### config.mk
export PLATFORM = sky130hd
export DESIGN_NAME = mdc_device_flat
export DESIGN_NICKNAME = d
export VERILOG_FILES = /design/src/rtl/mdc_pkg.sv /design/src/rtl/mdc_if.sv /design/src/rtl/mdc_device.sv /design/src/flat_wrapper.sv
export SDC_FILE = /design/constraint.sdc
export NUM_CORES = 1
export LEC_CHECK = 0
export ABC_CLOCK_PERIOD_IN_PS = 6200
export BUFFER_PORTS_ARGS = -buffer_cell sky130_fd_sc_hd__buf_2
export CELL_PAD_IN_SITES_DETAIL_PLACEMENT = 0
export CELL_PAD_IN_SITES_GLOBAL_PLACEMENT = 1
export CORE_MARGIN = 4
export CORE_UTILIZATION = 40
export CTS_BUF_LIST = sky130_fd_sc_hd__clkbuf_4
export CTS_CLUSTER_DIAMETER = 80
export DETAILED_ROUTE_END_ITERATION = 10
export GPL_TIMING_DRIVEN = 0
export PLACE_DENSITY = 0.72
export SLEW_MARGIN = 20
export SYNTH_ARGS = -nofsm -noshare
export SYNTH_HDL_FRONTEND = slang
export SYNTH_SLANG_ARGS = --single-unit
### constraint.sdc
create_clock -name pclk -period 6.2 [get_ports pclk]
set_input_delay 1.24 -clock pclk [delete_from_list [all_inputs] [get_ports pclk]]
set_output_delay 1.24 -clock pclk [all_outputs]
set_load 0.05 [all_outputs]
### src/rtl/mdc_pkg.sv
// Shared constants and types of the multichannel DMA controller.
// Assumes both ends share one clock, pclk, and one reset, presetn.
`default_nettype none
package mdc_pkg;
   localparam int NCH = 14;
   // Register offsets, byte addresses on the register port and APB
   localparam logic [4:0] OFF_CFG = 5'h00;
   localparam logic [4:0] OFF_BASE = 5'h04;
   localparam logic [4:0] OFF_PRISET = 5'h08;
   localparam logic [4:0] OFF_PRICLR = 5'h0c;
   localparam logic [4:0] OFF_SWREQ = 5'h10;
   localparam logic [4:0] OFF_STATUS = 5'h14;
   localparam int CFG_EN_BIT = 0;
   // Reset values
   localparam logic CFG_EN_RST = 1'h0;
   localparam logic [31:0] BASE_RST = 32'h0;
   localparam logic [13:0] PRI_RST = 14'h0;
   // Descriptor layout
   localparam logic [31:0] DESC_SRC = 32'h0;
   localparam logic [31:0] DESC_DST = 32'h4;
   localparam logic [31:0] DESC_CTRL = 32'h8;
   localparam int DESC_SHIFT = 4;
   // Control word fields
   localparam int DINC_LO = 30;
   localparam int DSZ_LO = 28;
   localparam int SINC_LO = 26;
   localparam int SSZ_LO = 24;
   localparam int RPOW_LO = 14;
   localparam int NM1_LO = 4;
   localparam int NM1_W = 10;
   localparam int MODE_LO = 0;
   localparam logic [2:0] MODE_STOP = 3'h0;
   localparam logic [2:0] MODE_BASIC = 3'h1;
   localparam logic [2:0] MODE_AUTO = 3'h2;
   localparam logic [2:0] MODE_PINGPONG = 3'h3;
   localparam logic [1:0] INC_NONE = 2'h3;
   localparam logic [1:0] SZ_BYTE = 2'h0;
   localparam logic [1:0] SZ_HALF = 2'h1;
   localparam logic [1:0] SZ_WORD = 2'h2;
   typedef enum logic [2:0] {
      ST_IDLE = 3'h0,
      ST_PSRC = 3'h1,
      ST_PDST = 3'h3,
      ST_CTRL = 3'h2,
      ST_READ = 3'h6,
      ST_WRITE = 3'h7,
      ST_WBACK = 3'h5
   } mdc_state_t;
endpackage : mdc_pkg
`default_nettype wire

### src/rtl/mdc_if.sv
// Link between the DMA engine and its system end.
// Assumes the system end joins software, requests and memory to it.
`default_nettype none
interface mdc_if;
   // Register port
   logic reg_sel;
   logic reg_write;
   logic [4:0] reg_addr;
   logic [31:0] reg_wdata;
   logic [31:0] reg_rdata;
   // Requests and completions
   logic [mdc_pkg::NCH-1:0] req;
   logic [mdc_pkg::NCH-1:0] done;
   // System bus, engine is master
   logic bus_valid;
   logic bus_write;
   logic [1:0] bus_size;
   logic [31:0] bus_addr;
   logic [31:0] bus_wdata;
   logic [31:0] bus_rdata;
   logic bus_ready;
   modport dev (
      input reg_sel, reg_write, reg_addr, reg_wdata, req, bus_rdata, bus_ready,
      output reg_rdata, done, bus_valid, bus_write, bus_size, bus_addr, bus_wdata
   );
   modport sys (
      output reg_sel, reg_write, reg_addr, reg_wdata, req, bus_rdata, bus_ready,
      input reg_rdata, done, bus_valid, bus_write, bus_size, bus_addr, bus_wdata
   );
endinterface : mdc_if
`default_nettype wire

### src/rtl/mdc_device.sv
// DMA engine: arbiter, descriptor fetch and data mover for all channels.
// Assumes the system end answers bus requests and drives the register port.
// Functional notes
// - Fourteen channels, one request line each
// - Fixed channel to peripheral assignment
// - Software trigger per channel starts service
// - High level beats every default level
// - Same level: lowest channel number wins
// - Priority-set write one raises channel
// - Independent source and destination widths
// - Software aligns addresses to widths
// - Memory and peripheral transfers any direction
// - Masters shared bus, may stall processor
// - Completion line pulses after last transfer
// - Descriptor fetched from memory before data
// - Enabled peripheral raises request when needed
// - Primary and alternate structure per channel
// - Structure: source, destination, control, reserved
// - Pointers hold block end addresses
// - Primary base+n*16, alternate base+0x100+n*16
// - Base pointer register locates all structures
// - Software fills structure before requesting
// - Control word sets widths, count, rearbitration
// - Control word increment and width fields
// - Increment code 11 keeps address fixed
`default_nettype none
module mdc_device (
   // Clock and reset
   input wire logic pclk,
   input wire logic presetn,
   // Link to the system end
   mdc_if.dev link
);
   localparam int NCH = mdc_pkg::NCH;

   typedef struct packed {
      mdc_pkg::mdc_state_t st;
      logic en;
      logic [31:0] base;
      logic [NCH-1:0] pri;
      logic [NCH-1:0] pend;
      logic [NCH-1:0] alt;
      logic [NCH-1:0] done;
      logic [3:0] ch;
      logic [31:0] src_end;
      logic [31:0] dst_end;
      logic [31:0] ctrl;
      logic [31:0] addr;
      logic [31:0] wdata;
      logic [31:0] rdata;
      logic [15:0] cnt;
      logic bvalid;
      logic bwrite;
      logic [1:0] bsize;
   } mdc_dev_state_t;

   mdc_dev_state_t r_reg;
   mdc_dev_state_t r_next;

   // Lowest set index wins
   function automatic logic [3:0] mdc_lowest(input logic [NCH-1:0] v);
      logic [3:0] idx;
      idx = 4'h0;
      for (int i = NCH - 1; i >= 0; i--) begin
         if (v[i]) begin
            idx = 4'(i);
         end
      end
      return idx;
   endfunction : mdc_lowest

   // Current address from the end pointer and remaining count
   function automatic logic [31:0] mdc_addr(input logic [31:0] end_ptr, input logic [1:0] inc,
                                            input logic [mdc_pkg::NM1_W-1:0] rem);
      logic [31:0] step;
      step = {22'h0, rem} << inc;
      if (inc == mdc_pkg::INC_NONE) begin
         return end_ptr;
      end
      return end_ptr - step;
   endfunction : mdc_addr

   logic [NCH-1:0] active;
   logic [NCH-1:0] high;
   logic [NCH-1:0] trig;
   logic [NCH-1:0] clr;
   logic [3:0] pick;
   logic [31:0] desc;
   logic [mdc_pkg::NM1_W-1:0] rem;
   logic [2:0] mode;
   logic hs;
   logic last;
   logic still_req;

   always_comb begin
      r_next = r_reg;
      r_next.done = '0;
      trig = '0;
      clr = '0;
      // Requests only count while enabled
      active = (link.req | r_reg.pend) & {NCH{r_reg.en}};
      high = active & r_reg.pri;
      pick = (|high) ? mdc_lowest(high) : mdc_lowest(active);
      desc = r_reg.base + {23'h0, r_reg.alt[r_reg.ch], r_reg.ch, 4'h0};
      rem = r_reg.ctrl[mdc_pkg::NM1_LO +: mdc_pkg::NM1_W];
      mode = r_reg.ctrl[mdc_pkg::MODE_LO +: 3];
      hs = r_reg.bvalid && link.bus_ready;
      last = (rem == '0);
      still_req = link.req[r_reg.ch] || r_reg.pend[r_reg.ch];

      if (link.reg_sel && link.reg_write) begin
         case (link.reg_addr)
            mdc_pkg::OFF_CFG: r_next.en = link.reg_wdata[mdc_pkg::CFG_EN_BIT];
            mdc_pkg::OFF_BASE: r_next.base = link.reg_wdata;
            mdc_pkg::OFF_PRISET: r_next.pri = r_reg.pri | link.reg_wdata[NCH-1:0];
            mdc_pkg::OFF_PRICLR: r_next.pri = r_reg.pri & ~link.reg_wdata[NCH-1:0];
            mdc_pkg::OFF_SWREQ: trig = link.reg_wdata[NCH-1:0];
            default: ;
         endcase
      end
      case (link.reg_addr)
         mdc_pkg::OFF_CFG: r_next.rdata = {31'h0, r_reg.en};
         mdc_pkg::OFF_BASE: r_next.rdata = r_reg.base;
         mdc_pkg::OFF_PRISET: r_next.rdata = {18'h0, r_reg.pri};
         mdc_pkg::OFF_PRICLR: r_next.rdata = {18'h0, r_reg.pri};
         mdc_pkg::OFF_SWREQ: r_next.rdata = {18'h0, r_reg.pend};
         mdc_pkg::OFF_STATUS: r_next.rdata = {9'h0, r_reg.alt, r_reg.ch, 1'b0, r_reg.st, r_reg.st != mdc_pkg::ST_IDLE};
         default: r_next.rdata = 32'h0;
      endcase

      case (r_reg.st)
         mdc_pkg::ST_IDLE: begin
            // Each idle pass is a fresh arbitration round
            if (|active) begin
               r_next.ch = pick;
               r_next.cnt = 16'h0;
               r_next.addr = r_reg.base + {23'h0, r_reg.alt[pick], pick, 4'h0} + mdc_pkg::DESC_SRC;
               r_next.bvalid = 1'b1;
               r_next.bwrite = 1'b0;
               r_next.bsize = mdc_pkg::SZ_WORD;
               r_next.st = mdc_pkg::ST_PSRC;
            end
         end
         mdc_pkg::ST_PSRC: begin
            if (hs) begin
               r_next.src_end = link.bus_rdata;
               r_next.addr = desc + mdc_pkg::DESC_DST;
               r_next.st = mdc_pkg::ST_PDST;
            end
         end
         mdc_pkg::ST_PDST: begin
            if (hs) begin
               r_next.dst_end = link.bus_rdata;
               r_next.addr = desc + mdc_pkg::DESC_CTRL;
               r_next.st = mdc_pkg::ST_CTRL;
            end
         end
         mdc_pkg::ST_CTRL: begin
            if (hs) begin
               r_next.ctrl = link.bus_rdata;
               // A stopped structure drops the trigger rather than spin on it
               if (link.bus_rdata[mdc_pkg::MODE_LO +: 3] == mdc_pkg::MODE_STOP) begin
                  clr[r_reg.ch] = 1'b1;
                  r_next.bvalid = 1'b0;
                  r_next.st = mdc_pkg::ST_IDLE;
               end else begin
                  r_next.addr = mdc_addr(r_reg.src_end, link.bus_rdata[mdc_pkg::SINC_LO +: 2],
                                         link.bus_rdata[mdc_pkg::NM1_LO +: mdc_pkg::NM1_W]);
                  r_next.bsize = link.bus_rdata[mdc_pkg::SSZ_LO +: 2];
                  r_next.st = mdc_pkg::ST_READ;
               end
            end
         end
         mdc_pkg::ST_READ: begin
            if (hs) begin
               r_next.wdata = link.bus_rdata;
               r_next.addr = mdc_addr(r_reg.dst_end, r_reg.ctrl[mdc_pkg::DINC_LO +: 2], rem);
               r_next.bsize = r_reg.ctrl[mdc_pkg::DSZ_LO +: 2];
               r_next.bwrite = 1'b1;
               r_next.st = mdc_pkg::ST_WRITE;
            end
         end
         mdc_pkg::ST_WRITE: begin
            if (hs) begin
               r_next.cnt = r_reg.cnt + 16'h1;
               if (last) begin
                  r_next.ctrl[mdc_pkg::MODE_LO +: 3] = mdc_pkg::MODE_STOP;
               end else begin
                  r_next.ctrl[mdc_pkg::NM1_LO +: mdc_pkg::NM1_W] = rem - 10'h1;
               end
               // Stop at the burst limit, the end, or a dropped basic request
               if (last || (r_reg.cnt + 16'h1 == (16'h1 << r_reg.ctrl[mdc_pkg::RPOW_LO +: 4])) ||
                   (mode == mdc_pkg::MODE_BASIC && !still_req)) begin
                  r_next.wdata = last ? {r_reg.ctrl[31:3], mdc_pkg::MODE_STOP} :
                                 {r_reg.ctrl[31:14], rem - 10'h1, r_reg.ctrl[3:0]};
                  r_next.addr = desc + mdc_pkg::DESC_CTRL;
                  r_next.bsize = mdc_pkg::SZ_WORD;
                  r_next.st = mdc_pkg::ST_WBACK;
               end else begin
                  r_next.addr = mdc_addr(r_reg.src_end, r_reg.ctrl[mdc_pkg::SINC_LO +: 2], rem - 10'h1);
                  r_next.bsize = r_reg.ctrl[mdc_pkg::SSZ_LO +: 2];
                  r_next.bwrite = 1'b0;
                  r_next.st = mdc_pkg::ST_READ;
               end
            end
         end
         mdc_pkg::ST_WBACK: begin
            if (hs) begin
               r_next.bvalid = 1'b0;
               r_next.bwrite = 1'b0;
               r_next.st = mdc_pkg::ST_IDLE;
               if (r_reg.ctrl[mdc_pkg::MODE_LO +: 3] == mdc_pkg::MODE_STOP) begin
                  r_next.done[r_reg.ch] = 1'b1;
                  clr[r_reg.ch] = 1'b1;
                  if (mode == mdc_pkg::MODE_STOP && r_reg.wdata[31:3] == r_reg.ctrl[31:3]) begin
                     r_next.alt[r_reg.ch] = r_reg.alt[r_reg.ch];
                  end
               end
            end
         end
         default: begin
            r_next.bvalid = 1'b0;
            r_next.st = mdc_pkg::ST_IDLE;
         end
      endcase
      // Ping-pong flips to the other structure once one half completes
      if (r_reg.st == mdc_pkg::ST_WRITE && hs && last && mode == mdc_pkg::MODE_PINGPONG) begin
         r_next.alt[r_reg.ch] = !r_reg.alt[r_reg.ch];
      end
      // A trigger landing with the completion clear survives
      r_next.pend = (r_reg.pend & ~clr) | trig;
   end

   always_ff @(posedge pclk or negedge presetn) begin
      if (!presetn) begin
         r_reg <= '0;
         r_reg.en <= mdc_pkg::CFG_EN_RST;
         r_reg.base <= mdc_pkg::BASE_RST;
         r_reg.pri <= mdc_pkg::PRI_RST;
         r_reg.st <= mdc_pkg::ST_IDLE;
      end else begin
         r_reg <= r_next;
      end
   end

   assign link.reg_rdata = r_reg.rdata;
   assign link.done = r_reg.done;
   assign link.bus_valid = r_reg.bvalid;
   assign link.bus_write = r_reg.bwrite;
   assign link.bus_size = r_reg.bsize;
   assign link.bus_addr = r_reg.addr;
   assign link.bus_wdata = r_reg.wdata;
endmodule : mdc_device
`default_nettype wire

### src/flat_wrapper.sv
// flat-port wrapper written by rule: the top's interface ports become plain ports
module mdc_device_flat 
  (pclk, presetn, link_reg_sel, link_reg_write, link_reg_addr, link_reg_wdata, link_req, link_bus_rdata, link_bus_ready, link_reg_rdata, link_done, link_bus_valid, link_bus_write, link_bus_size, link_bus_addr, link_bus_wdata);
  mdc_if link_i ();
  input wire logic pclk;
  input wire logic presetn;
  input wire logic [$bits(link_i.reg_sel)-1:0] link_reg_sel;
  input wire logic [$bits(link_i.reg_write)-1:0] link_reg_write;
  input wire logic [$bits(link_i.reg_addr)-1:0] link_reg_addr;
  input wire logic [$bits(link_i.reg_wdata)-1:0] link_reg_wdata;
  input wire logic [$bits(link_i.req)-1:0] link_req;
  input wire logic [$bits(link_i.bus_rdata)-1:0] link_bus_rdata;
  input wire logic [$bits(link_i.bus_ready)-1:0] link_bus_ready;
  output wire logic [$bits(link_i.reg_rdata)-1:0] link_reg_rdata;
  output wire logic [$bits(link_i.done)-1:0] link_done;
  output wire logic [$bits(link_i.bus_valid)-1:0] link_bus_valid;
  output wire logic [$bits(link_i.bus_write)-1:0] link_bus_write;
  output wire logic [$bits(link_i.bus_size)-1:0] link_bus_size;
  output wire logic [$bits(link_i.bus_addr)-1:0] link_bus_addr;
  output wire logic [$bits(link_i.bus_wdata)-1:0] link_bus_wdata;
  assign link_i.reg_sel = link_reg_sel;
  assign link_i.reg_write = link_reg_write;
  assign link_i.reg_addr = link_reg_addr;
  assign link_i.reg_wdata = link_reg_wdata;
  assign link_i.req = link_req;
  assign link_i.bus_rdata = link_bus_rdata;
  assign link_i.bus_ready = link_bus_ready;
  assign link_reg_rdata = link_i.reg_rdata;
  assign link_done = link_i.done;
  assign link_bus_valid = link_i.bus_valid;
  assign link_bus_write = link_i.bus_write;
  assign link_bus_size = link_i.bus_size;
  assign link_bus_addr = link_i.bus_addr;
  assign link_bus_wdata = link_i.bus_wdata;
  mdc_device u_core (.pclk(pclk), .presetn(presetn), .link(link_i));
endmodule
==> impl_metrics.csv <==
group,metric,value,unit
status,status,"finished, final reports clean",
timing,post-route-min-period,5.899,ns
critical_path,critical_path_required,6.97,ns
detailed_routing,routedLengthMet1,39350,um
critical_path,cp_slowest_cell,"sky130_fd_sc_hd__mux4_2",
grt,antenna_violations_before_repair,4,
floorplan,core_area,55420,um2
floorplan,die_area,60060,um2
synthesis,synthesis.nets,2791,
synthesis,synth_cell_types,111,
timing,layout_setup_ws,0.3011,ns
hold_path,holdCritPathClass,"in -> async",
floorplan,initial_utilization,0.4057,
placement,place_worst_setup_slack,-0.7684,ns
clock_network,cts-hold-fix-buffers,0,
timing,post-route-period-util,0.9514,
timing,slew_violations,0,
detailed_routing,met3_wirelength,6491,um
critical_path,critical_path.top_delay_family,"compound AO/OA/AOI/OAI gates",
placement,placedCellCount,3595,
timing,slew_headroom,0.3178,
timing,rsz_0062_raised_after_global_routing,"no",
detailed_routing,drt_iter0_markers,1805,
grt,overflow,0,
synthesis,post_synth_instance_area,22480,um2
detailed_routing,route.met2.wl,40290,um
clock_network,tritoncts_clock_tree,"yes",
timing,worst_slew_pin_slew,1.020,ns
finish,syn_to_final_growth,13.82,%
placement,gp_routability_congestion,0.9753,
flow_run,cap_violations,0,
placement,port_buffer_count,199,
finish,largest_register_ffs,177,
clock_network,clk_transition_reported_paths,0.07,ns
critical_path,cp-end-kind,"flip-flop",
synthesis,ys.flop_type,"sky130_fd_sc_hd__dfrtp_1",
critical_path,critical_path.startpoint_type,"input pin",
finish,post_route_cells_drive_above_1_share,0.2150,
synthesis,synth.ff_latch_count,308,
synthesis,synth_enable_flop_cells,0,
detailed_routing,wl_per_cell,24.21,um
critical_path,critPathMaxStageDelay,0.47,ns
synthesis,synth_area_per_cell,8.500,um2
floorplan,die_w,245.1,um
grt,grt_pass1_wl,135500,um
clock_network,clock_sink_count,308,
detailed_routing,detailroute.via_count,21790,
timing,finClkSkew,0.06131,ns
floorplan,num_io_pins,202,
grt,first_global_vias,21580,
finish,layout.filler_cells,5655,
finish,nNetsFinal,3085,
floorplan,fp.dieH,245.1,um
clock_network,clk_root_buffer_cell,"sky130_fd_sc_hd__clkbuf_4",
grt,globalRouteTotalUtil,0.2968,
synthesis,asyncSetResetFlopFracSynth,1.000,
synthesis,proportion_of_synthesized_chip_area_in_sequential_cells,0.3428,
floorplan,rows,86,
detailed_routing,top_layer_used,"met4",
critical_path,critical_path_class,"in -> reg",
pwr,worst_ir_drop_vdd,141.4,uV
critical_path,crit_path_cell_trace,"buf_2 -> o21ai_1 -> nand3_1 -> a21oi_1 -> nor3b_1 -> o311ai_0 -> o2bb2ai_2 -> mux4_2 -> or3_1 -> o211a_1 -> ha_1 -> o21a_1 -> o31a_1 -> o21a_1 -> nand2_1 -> or3_1 -> xor2_1 -> o21ai_0 -> a221oi_1 -> o31ai_1 -> o32a_1",
timing,fmax,169.5,MHz
critical_path,critical_path_peak_fanout,8,
synthesis,syn-instance-count,2645,
critical_path,critical_path.n_buffers_inverters,1,
finish,post-route-cell-area,25590,um2
detailed_routing,drcViolationCount,0,
placement,place.detailed.hpwl,70490,um
critical_path,worst-endpoint-arrival,6.67,ns
detailed_routing,drt-total-wl,90760,um
grt,grt_start_max_net_pins,95,
timing,setup_viol,0,
pwr,power.static_leakage,11.92,nW
detailed_routing,drtAntennaViolNets,0,
clock_network,cts-htree-levels,3,
timing,fin_hold_ws,0.3382,ns
clock_network,cts.path.max_buffers,3,
timing,timing.final.hold_violations,0,
placement,detailed_place.area,24510,um2
synthesis,synth-warning-count,0,
clock_network,insertion_delay,0.89,ns
finish,instances_no_fill,3749,
detailed_routing,drt_pass1_iterations,5,
clock_network,cts-buffers-inserted,89,
pwr,powerDensity,210.0,nW/um2
detailed_routing,routed_vias_inst,5.813,
metrics by stage:
| stage | power (mW) | util | setup TNS [ns] |
|---|---|---|---|
| detailed placement | 3.539 | 0.4423 | -2.625 |
| global placement | 3.523 | 0.4406 | -663.13 |
| finish | 5.373 | 0.4618 | 0 |
| floorplan | 3.072 | - | 0 |
| CTS | 5.403 | 0.4608 | 0 |
| global route | 5.660 | 0.4617 | 0 |
cell families after synthesis:
family	count (synthesis)	synth area share
compound gates	696	0.1985
simple gates	921	0.1969
xor+xnor	155	0.06100
buf+inv	321	0.07469
fa+ha+maj	58	0.03395
mux	186	0.09216
flops	308	0.3428
metal layers:
| metal | track usage | vias up |
|---|---|---|
| li1 | - | 10090 |
| met1 | 0.4020 | 10650 |
| met2 | 0.4581 | 867 |
| met3 | 0.05899 | 185 |
| met4 | 0.1381 | 0 |
| met5 | 0 | - |
timing repair:
action / 4_1_cts / 5_1_grt
buffers inserted: 0 / 1
setup endpoints to repair: 2 / 11
pin swaps: 0 / 1
resized for setup: 2 / 11
cells in the final DEF (no fill, tap or decap), types with 22 or more instances in the layout:
| cell type | netlist | layout |
|---|---|---|
| sky130_fd_sc_hd__a21oi_1 | 138 | 138 |
| sky130_fd_sc_hd__a31oi_1 | 34 | 34 |
| sky130_fd_sc_hd__buf_2 | 24 | 222 |
| sky130_fd_sc_hd__buf_4 | 116 | 117 |
| sky130_fd_sc_hd__clkbuf_1 | 121 | 117 |
| sky130_fd_sc_hd__clkbuf_4 | 0 | 118 |
| sky130_fd_sc_hd__dfrtp_1 | 308 | 308 |
| sky130_fd_sc_hd__ha_1 | 53 | 53 |
| sky130_fd_sc_hd__inv_1 | 43 | 43 |
| sky130_fd_sc_hd__mux2_2 | 98 | 98 |
| sky130_fd_sc_hd__mux2i_1 | 81 | 81 |
| sky130_fd_sc_hd__nand2_1 | 322 | 322 |
| sky130_fd_sc_hd__nand3_1 | 83 | 83 |
| sky130_fd_sc_hd__nand4_1 | 24 | 24 |
| sky130_fd_sc_hd__nor2_1 | 235 | 235 |
| sky130_fd_sc_hd__nor3_1 | 55 | 55 |
| sky130_fd_sc_hd__nor4_1 | 23 | 22 |
| sky130_fd_sc_hd__o21ai_0 | 236 | 234 |
| sky130_fd_sc_hd__o31ai_1 | 31 | 31 |
| sky130_fd_sc_hd__xnor2_1 | 89 | 89 |
| sky130_fd_sc_hd__xor2_1 | 65 | 64 |
cells in the mapped netlist (7+ instances only):
library cell               instances  share of area
sky130_fd_sc_hd__o21bai_1          9         0.0030
sky130_fd_sc_hd__and3_1           21         0.0058
sky130_fd_sc_hd__and2_1           14         0.0039
sky130_fd_sc_hd__o22ai_1          19         0.0053
sky130_fd_sc_hd__o21ai_1          11         0.0024
sky130_fd_sc_hd__mux2_2           98          0.049
sky130_fd_sc_hd__or4_1             7         0.0023
sky130_fd_sc_hd__clkbuf_1        121          0.020
sky130_fd_sc_hd__nor2_1          235          0.039
sky130_fd_sc_hd__o221ai_1         12         0.0047
sky130_fd_sc_hd__o21a_1           17         0.0057
sky130_fd_sc_hd__mux4_2            7         0.0070
sky130_fd_sc_hd__dfrtp_1         308           0.34
sky130_fd_sc_hd__a221o_1          16         0.0071
sky130_fd_sc_hd__a21o_1           15         0.0050
sky130_fd_sc_hd__o31ai_1          31          0.010
sky130_fd_sc_hd__and4_1            7         0.0027
sky130_fd_sc_hd__buf_4           116          0.039
sky130_fd_sc_hd__or3_1            17         0.0047
sky130_fd_sc_hd__a221oi_1         11         0.0043
sky130_fd_sc_hd__o211ai_1         11         0.0037
sky130_fd_sc_hd__a21boi_0         11         0.0037
sky130_fd_sc_hd__buf_1            13         0.0022
sky130_fd_sc_hd__nor2b_1          18         0.0050
sky130_fd_sc_hd__o21ai_0         236          0.053
sky130_fd_sc_hd__xnor2_1          89          0.035
sky130_fd_sc_hd__nand2_1         322          0.054
sky130_fd_sc_hd__nand2b_1         21         0.0058
sky130_fd_sc_hd__a22oi_1          13         0.0043
sky130_fd_sc_hd__mux2i_1          81          0.036
sky130_fd_sc_hd__inv_1            43         0.0072
sky130_fd_sc_hd__nor3b_1           7         0.0023
sky130_fd_sc_hd__a21oi_1         138          0.031
sky130_fd_sc_hd__xor2_1           65          0.025
sky130_fd_sc_hd__buf_2            24         0.0053
sky130_fd_sc_hd__nor4_1           23         0.0064
sky130_fd_sc_hd__nor3_1           55          0.012
sky130_fd_sc_hd__ha_1             53          0.029
sky130_fd_sc_hd__or2_2            13         0.0036
sky130_fd_sc_hd__nand4_1          24         0.0067
sky130_fd_sc_hd__nand3_1          83          0.018
sky130_fd_sc_hd__a31oi_1          34         0.0095
sky130_fd_sc_hd__a211oi_1         18         0.0060
where the power goes:
part           total (mW)  leakage, nW  switching [mW]  internal, mW
Sequential           2.21         4.18           0.109          2.10
Clock                1.83        0.614           0.955         0.880
Combinational        1.33         7.13           0.860         0.468
layout make-up:
type | count | area (um2) | share of cell area
Multi-Input combinational cell | 2016 | 13140 | 0.5134
Sequential cell | 308 | 7707 | 0.3012
Buffer | 276 | 1515 | 0.05921
Timing Repair Buffer | 203 | 1096 | 0.04283
Tap cell | 748 | 935.9 | 0.03657
Clock buffer | 118 | 885.9 | 0.03462
Inverter | 45 | 168.9 | 0.006601
Clock inverter | 30 | 128.9 | 0.005036
Antenna cell | 5 | 12.51 | 0.0004890
final timing paths:
check	start	end	slack [ns]	depth (start not counted)
setup reg to reg	u_core.r_reg[213]	u_core.link.bus_addr[25]	0.33	20
hold reg to reg	u_core.r_reg[137]	u_core.r_reg[137]	0.48	2
setup / recovery	link_req[2]	u_core.link.bus_addr[30]	0.30	21
min in group pclk	u_core.r_reg[137]	u_core.r_reg[137]	0.48	2
hold / removal	presetn	u_core.link.bus_wdata[20]	0.34	1
max in group asynchronous	presetn	u_core.link.reg_rdata[22]	4.63	3
No activity file was read; power rests on OpenSTA's default activity.
